### src/core/elc_pkg.sv
// Shared constants for the exception and low-power control block
package elc_pkg;
  localparam int unsigned ADDR_W = 12;
  localparam int unsigned IRQ_N = 8;
  localparam int unsigned VEC_W = 4;
  // Register byte offsets
  localparam logic [ADDR_W-1:0] OFS_BREAK_WAIT_STATUS = 12'h000;
  localparam logic [ADDR_W-1:0] OFS_RESET_SOURCE_STATUS = 12'h004;
  localparam logic [ADDR_W-1:0] OFS_BREAK_FLAG_CONTROL = 12'h008;
  // Field positions
  localparam int unsigned BIT_BREAK_EXITED_WAIT = 1;
  localparam int unsigned BIT_RST_LV = 0;
  localparam int unsigned BIT_RST_BAD_ADDR = 1;
  localparam int unsigned BIT_RST_BAD_OP = 2;
  localparam int unsigned BIT_RST_WATCHDOG = 3;
  localparam int unsigned BIT_RST_PIN = 4;
  localparam int unsigned BIT_RST_POR = 5;
  localparam int unsigned BIT_BREAK_CLEAR_ENABLE = 0;
  // Values after reset
  localparam logic [5:0] RST_SRC_RESET = 6'h20;
  localparam logic RESET_BREAK_CLEAR_ENABLE = 1'b0;
  localparam logic RESET_BREAK_EXITED_WAIT = 1'b0;
  // Crystal cycles of stop recovery
  localparam int unsigned STOP_RECOVERY_CYCLES = 4096;
  // Vector code given to the software trap; hardware source k gets k+1
  localparam logic [VEC_W-1:0] VEC_SOFTWARE_TRAP = 4'h0;
  typedef enum logic [2:0]
  {
    ST_RUN = 3'b000,
    ST_WAIT = 3'b001,
    ST_STOP = 3'b010,
    ST_RECOVER = 3'b011,
    ST_ENTRY = 3'b100
  } elc_state_e;
endpackage

### src/core/elc_sync.sv
// Two-flop synchroniser for levels arriving from pins
`timescale 1ns/100ps
module elc_sync #(
  parameter int unsigned WIDTH = 1,
  parameter logic [WIDTH-1:0] INIT = '0
) (
  input wire logic clk,
  input wire logic rst_n,
  input wire logic [WIDTH-1:0] d,
  output logic [WIDTH-1:0] q
);
  logic [WIDTH-1:0] meta_q;

  always_ff @(posedge clk or negedge rst_n)
  begin
    if (!rst_n)
    begin
      meta_q <= INIT;
      q <= INIT;
    end
    else
    begin
      meta_q <= d;
      q <= meta_q;
    end
  end
endmodule

### src/core/elc_top.sv
// Exception arbitration, low-power sequencing and break flag protection
`timescale 1ns/100ps
module elc_top
  import elc_pkg::*;
#(
  parameter int unsigned N_IRQ = IRQ_N,
  parameter int unsigned RECOVERY_CYCLES = STOP_RECOVERY_CYCLES
) (
  input wire logic pclk,
  input wire logic presetn,
  input wire logic psel,
  input wire logic penable,
  input wire logic pwrite,
  input wire logic [ADDR_W-1:0] paddr,
  input wire logic [31:0] pwdata,
  output logic [31:0] prdata,
  output logic pready,
  output logic pslverr,
  input wire logic cpu_imask,
  input wire logic instr_done,
  input wire logic rti_exec,
  input wire logic swi_exec,
  input wire logic wait_exec,
  input wire logic stop_exec,
  input wire logic stack_done,
  input wire logic [N_IRQ-1:0] irq_pending,
  input wire logic [N_IRQ-1:0] irq_enable,
  input wire logic ext_irq_n,
  input wire logic break_mode,
  input wire logic por_evt,
  input wire logic pin_rst_evt,
  input wire logic watchdog_rst_evt,
  input wire logic bad_opcode_evt,
  input wire logic bad_fetch_evt,
  input wire logic low_voltage_evt,
  input wire logic watchdog_disable_cfg,
  input wire logic flag_step1,
  input wire logic flag_step2,
  output logic int_req,
  output logic [VEC_W-1:0] int_vector,
  output logic push_pc_minus1,
  output logic set_imask,
  output logic clear_imask,
  output logic prefetch_discard,
  output logic reset_req,
  output logic cpu_clk_en,
  output logic periph_clk_en,
  output logic clkgen_out_en,
  output logic sys_counter_clr,
  output logic watchdog_run,
  output logic flag_clear_ok,
  output logic two_step_clear
);
  localparam int unsigned CNT_W = $clog2(RECOVERY_CYCLES + 1);

  elc_state_e state_q;
  logic [VEC_W-1:0] vector_q;
  logic hw_q;
  logic [CNT_W-1:0] recover_cnt_q;
  logic recover_irq_q;
  logic rti_seen_q;
  logic prefetch_discard_q;
  logic set_imask_q;
  logic clear_imask_q;
  logic reset_req_q;
  logic break_exited_wait_q;
  logic [5:0] rst_src_q;
  logic break_clear_enable_q;
  logic two_step_armed_q;
  logic two_step_clear_q;
  logic ext_irq_n_s;
  logic [N_IRQ-1:0] irq_live;
  logic any_reset;
  logic any_irq;
  logic apb_acc;
  logic apb_wr;
  logic apb_rd;
  logic hit_bws;
  logic hit_rss;
  logic hit_bfc;
  logic entry_hw;
  logic entry_swi;
  logic [31:0] rdata_d;

  // Lowest index wins
  function automatic logic [VEC_W-1:0] prio_vector(input logic [N_IRQ-1:0] req);
    logic [VEC_W-1:0] v;
    v = '0;
    for (int i = N_IRQ - 1; i >= 0; i--)
    begin
      if (req[i])
      begin
        v = VEC_W'(i + 1);
      end
    end
    return v;
  endfunction

  elc_sync #(
    .WIDTH(1),
    .INIT(1'b1)
  ) u_ext_irq_sync (
    .clk(pclk),
    .rst_n(presetn),
    .d(ext_irq_n),
    .q(ext_irq_n_s)
  );

  // External pin shares the top-priority source slot
  assign irq_live = (irq_pending | {{(N_IRQ-1){1'b0}}, ~ext_irq_n_s}) & irq_enable;
  assign any_irq = |irq_live;
  assign any_reset = por_evt | pin_rst_evt | watchdog_rst_evt | bad_opcode_evt
    | bad_fetch_evt | low_voltage_evt;

  // Hardware taken only at instruction end while unmasked
  assign entry_hw = instr_done && !cpu_imask && any_irq;
  assign entry_swi = swi_exec;

  assign flag_clear_ok = !break_mode || break_clear_enable_q;

  assign apb_acc = psel && penable;
  assign apb_wr = apb_acc && pwrite;
  assign apb_rd = apb_acc && !pwrite;
  assign hit_bws = paddr == OFS_BREAK_WAIT_STATUS;
  assign hit_rss = paddr == OFS_RESET_SOURCE_STATUS;
  assign hit_bfc = paddr == OFS_BREAK_FLAG_CONTROL;

  // Zero-wait slave; unmapped addresses answer with an error
  assign pready = 1'b1;
  assign pslverr = apb_acc && !(hit_bws || hit_rss || hit_bfc);

  // Exception and low-power sequencer
  always_ff @(posedge pclk or negedge presetn)
  begin
    if (!presetn)
    begin
      state_q <= ST_RUN;
      vector_q <= '0;
      hw_q <= 1'b0;
      recover_cnt_q <= '0;
      recover_irq_q <= 1'b0;
    end
    else if (any_reset)
    begin
      // Resets abandon any latched interrupt or low-power state
      state_q <= ST_RUN;
      hw_q <= 1'b0;
      recover_irq_q <= 1'b0;
    end
    else
    begin
      case (state_q)
        ST_RUN:
        begin
          if (entry_swi)
          begin
            state_q <= ST_ENTRY;
            vector_q <= VEC_SOFTWARE_TRAP;
            hw_q <= 1'b0;
          end
          else if (entry_hw)
          begin
            state_q <= ST_ENTRY;
            vector_q <= prio_vector(irq_live);
            hw_q <= 1'b1;
          end
          else if (wait_exec)
          begin
            state_q <= ST_WAIT;
          end
          else if (stop_exec)
          begin
            state_q <= ST_STOP;
          end
        end
        ST_WAIT:
        begin
          // Mask is cleared on entry, so any enabled source wakes
          if (any_irq)
          begin
            state_q <= ST_ENTRY;
            vector_q <= prio_vector(irq_live);
            hw_q <= 1'b1;
          end
          else if (break_mode)
          begin
            state_q <= ST_RUN;
          end
        end
        ST_STOP:
        begin
          if (!ext_irq_n_s || break_mode)
          begin
            state_q <= ST_RECOVER;
            recover_cnt_q <= CNT_W'(RECOVERY_CYCLES - 1);
            recover_irq_q <= !ext_irq_n_s && irq_enable[0];
          end
        end
        ST_RECOVER:
        begin
          if (recover_cnt_q != '0)
          begin
            recover_cnt_q <= recover_cnt_q - CNT_W'(1);
          end
          else if (recover_irq_q)
          begin
            state_q <= ST_ENTRY;
            vector_q <= prio_vector(irq_live | {{(N_IRQ-1){1'b0}}, 1'b1});
            hw_q <= 1'b1;
          end
          else
          begin
            state_q <= ST_RUN;
          end
        end
        ST_ENTRY:
        begin
          // Latched vector holds until the CPU has stacked
          if (stack_done)
          begin
            state_q <= ST_RUN;
            recover_irq_q <= 1'b0;
          end
        end
        default:
        begin
          state_q <= ST_RUN;
        end
      endcase
    end
  end

  // Entry requests stacking of all registers but index high
  assign int_req = state_q == ST_ENTRY;
  assign int_vector = vector_q;
  assign push_pc_minus1 = hw_q;

  // Mask bit pulses
  always_ff @(posedge pclk or negedge presetn)
  begin
    if (!presetn)
    begin
      set_imask_q <= 1'b0;
      clear_imask_q <= 1'b0;
    end
    else
    begin
      set_imask_q <= !any_reset && state_q != ST_ENTRY
        && (state_q == ST_RUN ? (entry_swi || entry_hw)
        : (state_q == ST_WAIT ? any_irq
        : (state_q == ST_RECOVER && recover_cnt_q == '0 && recover_irq_q)));
      clear_imask_q <= !any_reset && state_q == ST_RUN && !entry_swi && !entry_hw
        && (wait_exec || stop_exec);
    end
  end
  assign set_imask = set_imask_q;
  assign clear_imask = clear_imask_q;

  // Interrupt taken at the end of a return: its prefetch is waste
  always_ff @(posedge pclk or negedge presetn)
  begin
    if (!presetn)
    begin
      rti_seen_q <= 1'b0;
      prefetch_discard_q <= 1'b0;
    end
    else
    begin
      if (rti_exec)
      begin
        rti_seen_q <= 1'b1;
      end
      else if (instr_done)
      begin
        rti_seen_q <= 1'b0;
      end
      prefetch_discard_q <= state_q == ST_RUN && rti_seen_q && entry_hw && !any_reset;
    end
  end
  assign prefetch_discard = prefetch_discard_q;

  // Reset request pulse, never gated by arbitration
  always_ff @(posedge pclk or negedge presetn)
  begin
    if (!presetn)
    begin
      reset_req_q <= 1'b0;
    end
    else
    begin
      reset_req_q <= any_reset;
    end
  end
  assign reset_req = reset_req_q;

  // Clock gating follows state
  assign cpu_clk_en = state_q != ST_WAIT && state_q != ST_STOP
    && state_q != ST_RECOVER;
  assign periph_clk_en = state_q != ST_STOP && state_q != ST_RECOVER;
  assign clkgen_out_en = state_q != ST_STOP;
  assign sys_counter_clr = state_q == ST_STOP;
  assign watchdog_run = !watchdog_disable_cfg && state_q != ST_STOP
    && state_q != ST_RECOVER;

  // Break-exited-wait flag; a new break wins over a clearing write
  always_ff @(posedge pclk or negedge presetn)
  begin
    if (!presetn)
    begin
      break_exited_wait_q <= RESET_BREAK_EXITED_WAIT;
    end
    else if (any_reset)
    begin
      break_exited_wait_q <= 1'b0;
    end
    else if (state_q == ST_WAIT && !any_irq && break_mode)
    begin
      break_exited_wait_q <= 1'b1;
    end
    else if (apb_wr && hit_bws && !pwdata[BIT_BREAK_EXITED_WAIT] && flag_clear_ok)
    begin
      break_exited_wait_q <= 1'b0;
    end
  end

  // Reset source flags survive internal resets; read clears them only while flag_clear_ok is set
  always_ff @(posedge pclk or negedge presetn)
  begin
    if (!presetn)
    begin
      rst_src_q <= RST_SRC_RESET;
    end
    else if (por_evt)
    begin
      rst_src_q <= RST_SRC_RESET;
    end
    else
    begin
      for (int i = 0; i < 6; i++)
      begin
        if (apb_rd && hit_rss && flag_clear_ok)
        begin
          rst_src_q[i] <= 1'b0;
        end
      end
      // Setting after the clear lets a coincident event win
      if (pin_rst_evt)
      begin
        rst_src_q[BIT_RST_PIN] <= 1'b1;
      end
      if (watchdog_rst_evt)
      begin
        rst_src_q[BIT_RST_WATCHDOG] <= 1'b1;
      end
      if (bad_opcode_evt)
      begin
        rst_src_q[BIT_RST_BAD_OP] <= 1'b1;
      end
      if (bad_fetch_evt)
      begin
        rst_src_q[BIT_RST_BAD_ADDR] <= 1'b1;
      end
      if (low_voltage_evt)
      begin
        rst_src_q[BIT_RST_LV] <= 1'b1;
      end
    end
  end

  // Break clear enable control bit
  always_ff @(posedge pclk or negedge presetn)
  begin
    if (!presetn)
    begin
      break_clear_enable_q <= RESET_BREAK_CLEAR_ENABLE;
    end
    else if (apb_wr && hit_bfc)
    begin
      break_clear_enable_q <= pwdata[BIT_BREAK_CLEAR_ENABLE];
    end
  end

  // Two-step clear helper for flags in other modules
  // Arming outlives break so a late second step still clears
  always_ff @(posedge pclk or negedge presetn)
  begin
    if (!presetn)
    begin
      two_step_armed_q <= 1'b0;
      two_step_clear_q <= 1'b0;
    end
    else
    begin
      two_step_clear_q <= two_step_armed_q && flag_step2 && flag_clear_ok;
      if (flag_step1)
      begin
        two_step_armed_q <= 1'b1;
      end
      else if (two_step_armed_q && flag_step2 && flag_clear_ok)
      begin
        // Once cleared nothing restores the flag after break
        two_step_armed_q <= 1'b0;
      end
    end
  end
  assign two_step_clear = two_step_clear_q;

  // Read mux; unused bits read zero
  always_comb
  begin
    rdata_d = '0;
    if (hit_bws)
    begin
      rdata_d[BIT_BREAK_EXITED_WAIT] = break_exited_wait_q;
    end
    else if (hit_rss)
    begin
      rdata_d[5:0] = rst_src_q;
    end
    else if (hit_bfc)
    begin
      rdata_d[BIT_BREAK_CLEAR_ENABLE] = break_clear_enable_q;
    end
  end
  assign prdata = apb_rd ? rdata_d : '0;
endmodule

### config.mk
export PLATFORM = sky130hd
export DESIGN_NAME = elc_top
export DESIGN_NICKNAME = d
export VERILOG_FILES = /design/src/core/elc_pkg.sv /design/src/core/elc_sync.sv /design/src/core/elc_top.sv
export SDC_FILE = /design/constraint.sdc
export NUM_CORES = 1
export LEC_CHECK = 0
export ABC_AREA = 1
export BUFFER_PORTS_ARGS = -buffer_cell sky130_fd_sc_hd__buf_2
export CORE_ASPECT_RATIO = 0.75
export CORE_MARGIN = 1.5
export CORE_UTILIZATION = 48
export DETAILED_ROUTE_END_ITERATION = 7
export PLACE_DENSITY = 0.81
export SYNTH_ARGS = -nofsm -noshare
export SYNTH_HDL_FRONTEND = slang
export SYNTH_HIERARCHICAL = 1
export SYNTH_SLANG_ARGS = --single-unit
### constraint.sdc
create_clock -name pclk -period 2.9 [get_ports pclk]
set_input_delay 0.29 -clock pclk [delete_from_list [all_inputs] [get_ports pclk]]
set_output_delay 0.29 -clock pclk [all_outputs]
set_load 0.005 [all_outputs]
# Yosys cells after proc, flatten, opt, wreduce, memory -nomap -nowiden
# Index checks and enable logic that the tools add are counted.
# totals
regBits,39
inputBits,83
output_inout_bits,51
wordCells,192
# op_classes
n_addsub,1
eq_ne,24
n_mux,63
bitwise,9
n_reduce_logical,73
# ops
cell,n
$mux 4,14
$logic_and 1x1->1,33
$mux 3,11
$mux 1,28
$mux 13,2
$pmux 13 s2,1
$reduce_bool 3->1,8
$ne 3x3->1 const B,5
$pmux 3 s5,1
$logic_not 13->1,1
$reduce_bool 13->1,1
$sub 13x1->13 const B,1
$eq 12x3->1 const B,1
$eq 12x4->1 const B,1
$logic_not 12->1,1
$mux 6,2
$pmux 4 s3,1
$logic_not 1->1,11
$reduce_and 5->1,2
$ne 3x2->1 const B,3
$and 8x8->8,1
$ne 2x2->1 const B,4
$ne 4x4->1 const B,2
$or 8x1->8,1
other kinds (19),34

# Logic depth before layout (Yosys ltp)
# depth
ltp_word,14
depth_mapped,12
ltp_nobuf,12

# By module
# The synthesis kept the hierarchy.
# by_module_without_submodules
mod,n_inst,cells_per_inst,area_each_um2,seq_area_each_um2
elc_top,1,362,2541.2,927.1
elc_sync,1,2,52.6,52.6

# Worst setup path before layout
# Ideal clock, no wire load.
# synth_path
path_type,flip-flop to flip-flop
startpoint,reg u_ext_irq_sync.q
endpoint,reg vector_q[1] (netlist: int_vector[1])
setup_time_ns,0.126
arrival_time_ns,1.396
required_time_ns,2.774
path_slack_ns,1.378
path_stages_with_launch,10
path_buffers,0
period_less_slack_ns,1.522
cell_sequence,dfstp_2 > inv_1 > nand2_1 > nand2_1 > nor2_1 > nand2_1 > nand2_1 > nand3_1 > nand3_2 > o21ai_0
# synth_via
elab_chain_cells,7
word_cells_on_any_way,13
cone_classes,eq/ne (2); mux (5); bitwise (3); reduce/logical (3)
# synth_lines
item,line_no,rtl
"start, declared",elc_sync.sv:10,output logic [WIDTH-1:0] q
"start signal, assigned",elc_sync.sv:24,q <= meta_q;
$not 1->1 (*),elc_top.sv:110,"assign irq_live = (irq_pending | {{(N_IRQ-1){1'b0}}, ~ext_irq_n_s}) & irq_enable;"
$or 8x1->8 (*),elc_top.sv:110,
$and 8x8->8 (*),elc_top.sv:110,
$reduce_or 8->1 or $mux 4 (tied branches),"elc_top.sv:111, elc_top.sv:91",
$logic_and 1x1->1 or $mux 4 (tied branches),"elc_top.sv:116, elc_top.sv:161",
$ne 3x3->1 (no source line) or $mux 4 (tied branches),n/a,
$reduce_and 6->1 (no source line) or $pmux 4 s3 (tied branches),n/a,
"end signal, assigned",elc_top.sv:164,vector_q <= prio_vector(irq_live);
"end signal, assigned",elc_top.sv:182,vector_q <= prio_vector(irq_live);
"end signal, assigned",elc_top.sv:208,"vector_q <= prio_vector(irq_live | {{(N_IRQ-1){1'b0}}, 1'b1});"
"end, declared",elc_top.sv:57,logic [VEC_W-1:0] vector_q;
# Mark *: on every way between the ends. The rest lies on a longest branch, timed or not. The select of a mux whose other input is x is not followed.
# A chain may end at the register's enable or synchronous reset.

# Worst setup path after layout
# layout_path
startpoint,reg state_q[2]
endpoint,reg recover_cnt_q[11]
# layout_via
elab_chain_cells,3
word_cells_on_any_way,7
cone_classes,eq/ne (4); mux (1); reduce/logical (2)
# layout_lines
item,line_no,rtl
"start, declared",elc_top.sv:56,elc_state_e state_q;
"start signal, assigned",elc_top.sv:137,state_q <= ST_RUN;
"start signal, assigned",elc_top.sv:146,state_q <= ST_RUN;
"start signal, assigned",elc_top.sv:157,state_q <= ST_ENTRY;
$eq 3x2->1,elc_top.sv:152,case (state_q)
"$ne 2x2->1 (no source line), or another cell as far along",n/a,
$reduce_and 4->1 (no source line),n/a,
"end signal, assigned",elc_top.sv:195,recover_cnt_q <= CNT_W'(RECOVERY_CYCLES - 1);
"end signal, assigned",elc_top.sv:203,recover_cnt_q <= recover_cnt_q - CNT_W'(1);
"end, declared",elc_top.sv:59,logic [CNT_W-1:0] recover_cnt_q;
# Several ways; a longest one is shown, not always the timed one.

==> metrics.cfg <==
[run]
drv_cap = 0

[power_and_ir_drop]
power-per-cell-area_nw_per_um2 = 343
pwr-share-clk = 0.335
p_comb_frac = 0.118
cellInternalPower_uw = 780
p_leak_nw = 1.65
seq_power_share = 0.547
power_mw = 1.03
p_switching_uw = 254
peakVddDrop_uv = 174
swShare = 0.246

[sta]
max_slew_margin = 0.439
slew_viol_final = 0
timing.final.ws_setup_ns = 0.898
hold_violations = 0
holdWs_ns = 0.0950
clock_skew_ns = 0.00857
fin_crit_sh = 0.690
period_minus_slack_ns = 2.00
report.final.setup_viol = 0
fmax_mhz = 500
rsz0062_at_grt = no
tns_ns = 0
max_slew.worst_pin.slew_ns = 0.842

[min_path]
hp-class = in2async

[critical_path]
cp_data_arrival_time_ns = 2.18
ff2ff_setup_slack_ns = 0.90
cp-end-kind = register
crit_family = simple AND/OR/NAND/NOR gates
crit_buf_inv = 3
cp_slowest_stage_delay_ns = 0.42
cp_common_cell = inv_2
worstPathCellList = inv_2 > nand2_2 > nor2_4 > inv_2 > nand2_4 > nand3b_4 > nor2_4 > inv_2 > nand2_1 > nand2_1
path_max_fanout = 20
cpMaxStageDelayCell = dfrtp_1
critPathLaunchType = register
critPathKind = reg2reg
worstPathRequired_ns = 3.08

[detailed_routing]
first_iter_violations = 93
ant_nets = 0
wl_per_cell_microns = 11.1
drc = 0
drt_first_pass_iters = 4
num_vias = 2450
routed_wl_microns = 5720
via_per_inst = 4.76

[global_route]
grt_remaining_overflow = 0
grt_pass1_vias = 2143
antenna_found_initial = 0
grt_max_degree = 40
grt_util_all_layers = 0.200
grt_pass1_wl_microns = 9070

[yosys]
post_synth.cell_area_avg_sq_um = 7.13
synth_fa_ha_area_frac = 0.00965
synth_top_area_cell = dfrtp_1
synthSimpleGateAreaFrac = 0.327
yosysUniqueCellTypes = 35
synth_warnings = 6
synth_top_family_by_area = simple AND/OR/NAND/NOR gates
synth_compound_area_frac = 0.106
synthMuxAreaShare = 0
netlist_instances = 364
synthesis.area_sq_um = 2590
yosys-top-cells-area = dfrtp_1, nand2_1, nor2_1, buf_4, o21ai_0
yosysSeqAreaShare = 0.378
synth_xor_area_frac = 0.0338
yosysTopAreaCellShare = 0.347
ys_ff_latch = 39

[finish]
final_cells = 515
layout_commonest_cell = nand2_1
regArea_sq_um = 980
post-route-util = 0.598
multiInputGateArea_sq_um = 1340
fill_cells = 488
fin_nets = 527
syn_to_final_growth_pct = 16.2
drive_above_1_share = 0.230
diodes = 0
stdcell_area_sq_um = 3010
layout_common_cells = nand2_1, buf_2, nor2_1

[placed_design]
port_buffers = 76
routabilityCongestion = 0.847
pre_cts_ws_ns = 0.925
hpwlAfterDp_microns = 4400
place_inst = 507
placed_area_sq_um = 2930

[cts]
root_buffer = clkbuf_8
cts_hold_buf = 0
postCtsSetupRepairBufs = 0
clkSlewWorstSetupHoldPaths_ns = 0.07
cts_resized = 0
htree_levels = 2
insertion_delay_ns = 0.29
cts.sinks = 39
clk_path_buf_depth = 2
numCtsBuffers = 5
cts_tree = built

[die]
initial_core_util = 0.515
io_pins = 134
die-area_sq_um = 5860
dieWidth_microns = 87.9
rows = 22
core_sq_um = 5040
die_h_microns = 66.7

[status]
status = completed

## area by class of cell
type,instances,share of cell area
multi-input combinational,281,0.444
sequential,39,0.325
timing repair buffer,76,0.126
inverter,39,0.0486
tap,72,0.0299
clock buffer,8,0.0266
## path summary, 6_finish.rpt
kind	from	to	cells past startpoint
worst max-delay path	state_q[2]$_DFFE_PN0P_	recover_cnt_q[11]$_DFFE_PN0P_	10
worst min-delay path	presetn	recover_cnt_q[3]$_DFFE_PN0P_	1
worst max register to register	state_q[2]$_DFFE_PN0P_	recover_cnt_q[11]$_DFFE_PN0P_	10
worst min register to register	u_ext_irq_sync/meta_q$_DFF_PN1_	u_ext_irq_sync/q$_DFF_PN1_	0
max in group asynchronous	presetn	state_q[2]$_DFFE_PN0P_	1
min in group pclk	ext_irq_n	u_ext_irq_sync/meta_q$_DFF_PN1_	1
## synthesized netlist by cell type (all sizes together)
| master | instances |
|---|---|
| nand3b | 3 |
| conb | 2 |
| dfrtp | 36 |
| a21oi | 16 |
| inv | 39 |
| and2 | 1 |
| a21boi | 1 |
| o21ai | 28 |
| or2 | 2 |
| nor4 | 2 |
| a31oi | 2 |
| xor2 | 10 |
| nand4 | 5 |
| clkbuf | 1 |
| o21bai | 2 |
| buf | 29 |
| a21o | 1 |
| dfstp | 3 |
| nand3 | 19 |
| ha | 2 |
| nor2 | 64 |
| nand2 | 85 |
| a22oi | 1 |
| and3 | 1 |
| nor3 | 9 |
## per-layer routing
layer  GRT usage  part of all wire
met2       0.326              0.44
met4      0.0694             0.012
met5           0                 0
met1       0.263              0.48
met3      0.0434             0.068
## cells by family (layout without fill, tap and decap cells)
logic type | after synthesis | in the layout
simple gates | 191 | 191
flops | 39 | 39
fa+ha+maj | 2 | 2
xor+xnor | 10 | 10
other cells | 2 | 27
compound gates | 51 | 51
buf+inv | 69 | 123
## state kept, by name (all words and copies together), names as in the netlist
register,count
two_step_clear,1
two_step_armed_q,1
recover_irq_q,1
rst_src_q,6
break_exited_wait_q,1
reset_req,1
set_imask,1
rti_seen_q,1
u_ext_irq_sync/q,1
prefetch_discard,1
push_pc_minus1,1
recover_cnt_q,13
clear_imask,1
break_clear_enable_q,1
u_ext_irq_sync/meta_q,1
state_q,3
int_vector,4
## worst reg2reg max path: cells and delay by family, from the launching register on
kind,cells,cell delay (ns)
simple gates,7,0.99
buf+inv,3,0.46
flops,1,0.42
## power groups by stage
| stage | registers [mW] | logic (mW) | clock network, mW |
|---|---|---|---|
| 3_3_place_gp | 0.575 | 0.121 | 0 |
| 6_report | 0.566 | 0.122 | 0.346 |
| 4_1_cts | 0.566 | 0.124 | 0.357 |
| 2_1_floorplan | 0.576 | 0.0836 | 0 |
| 3_5_place_dp | 0.576 | 0.123 | 0 |
| 5_1_grt | 0.567 | 0.142 | 0.377 |
Power figures use the tool's default switching activity.
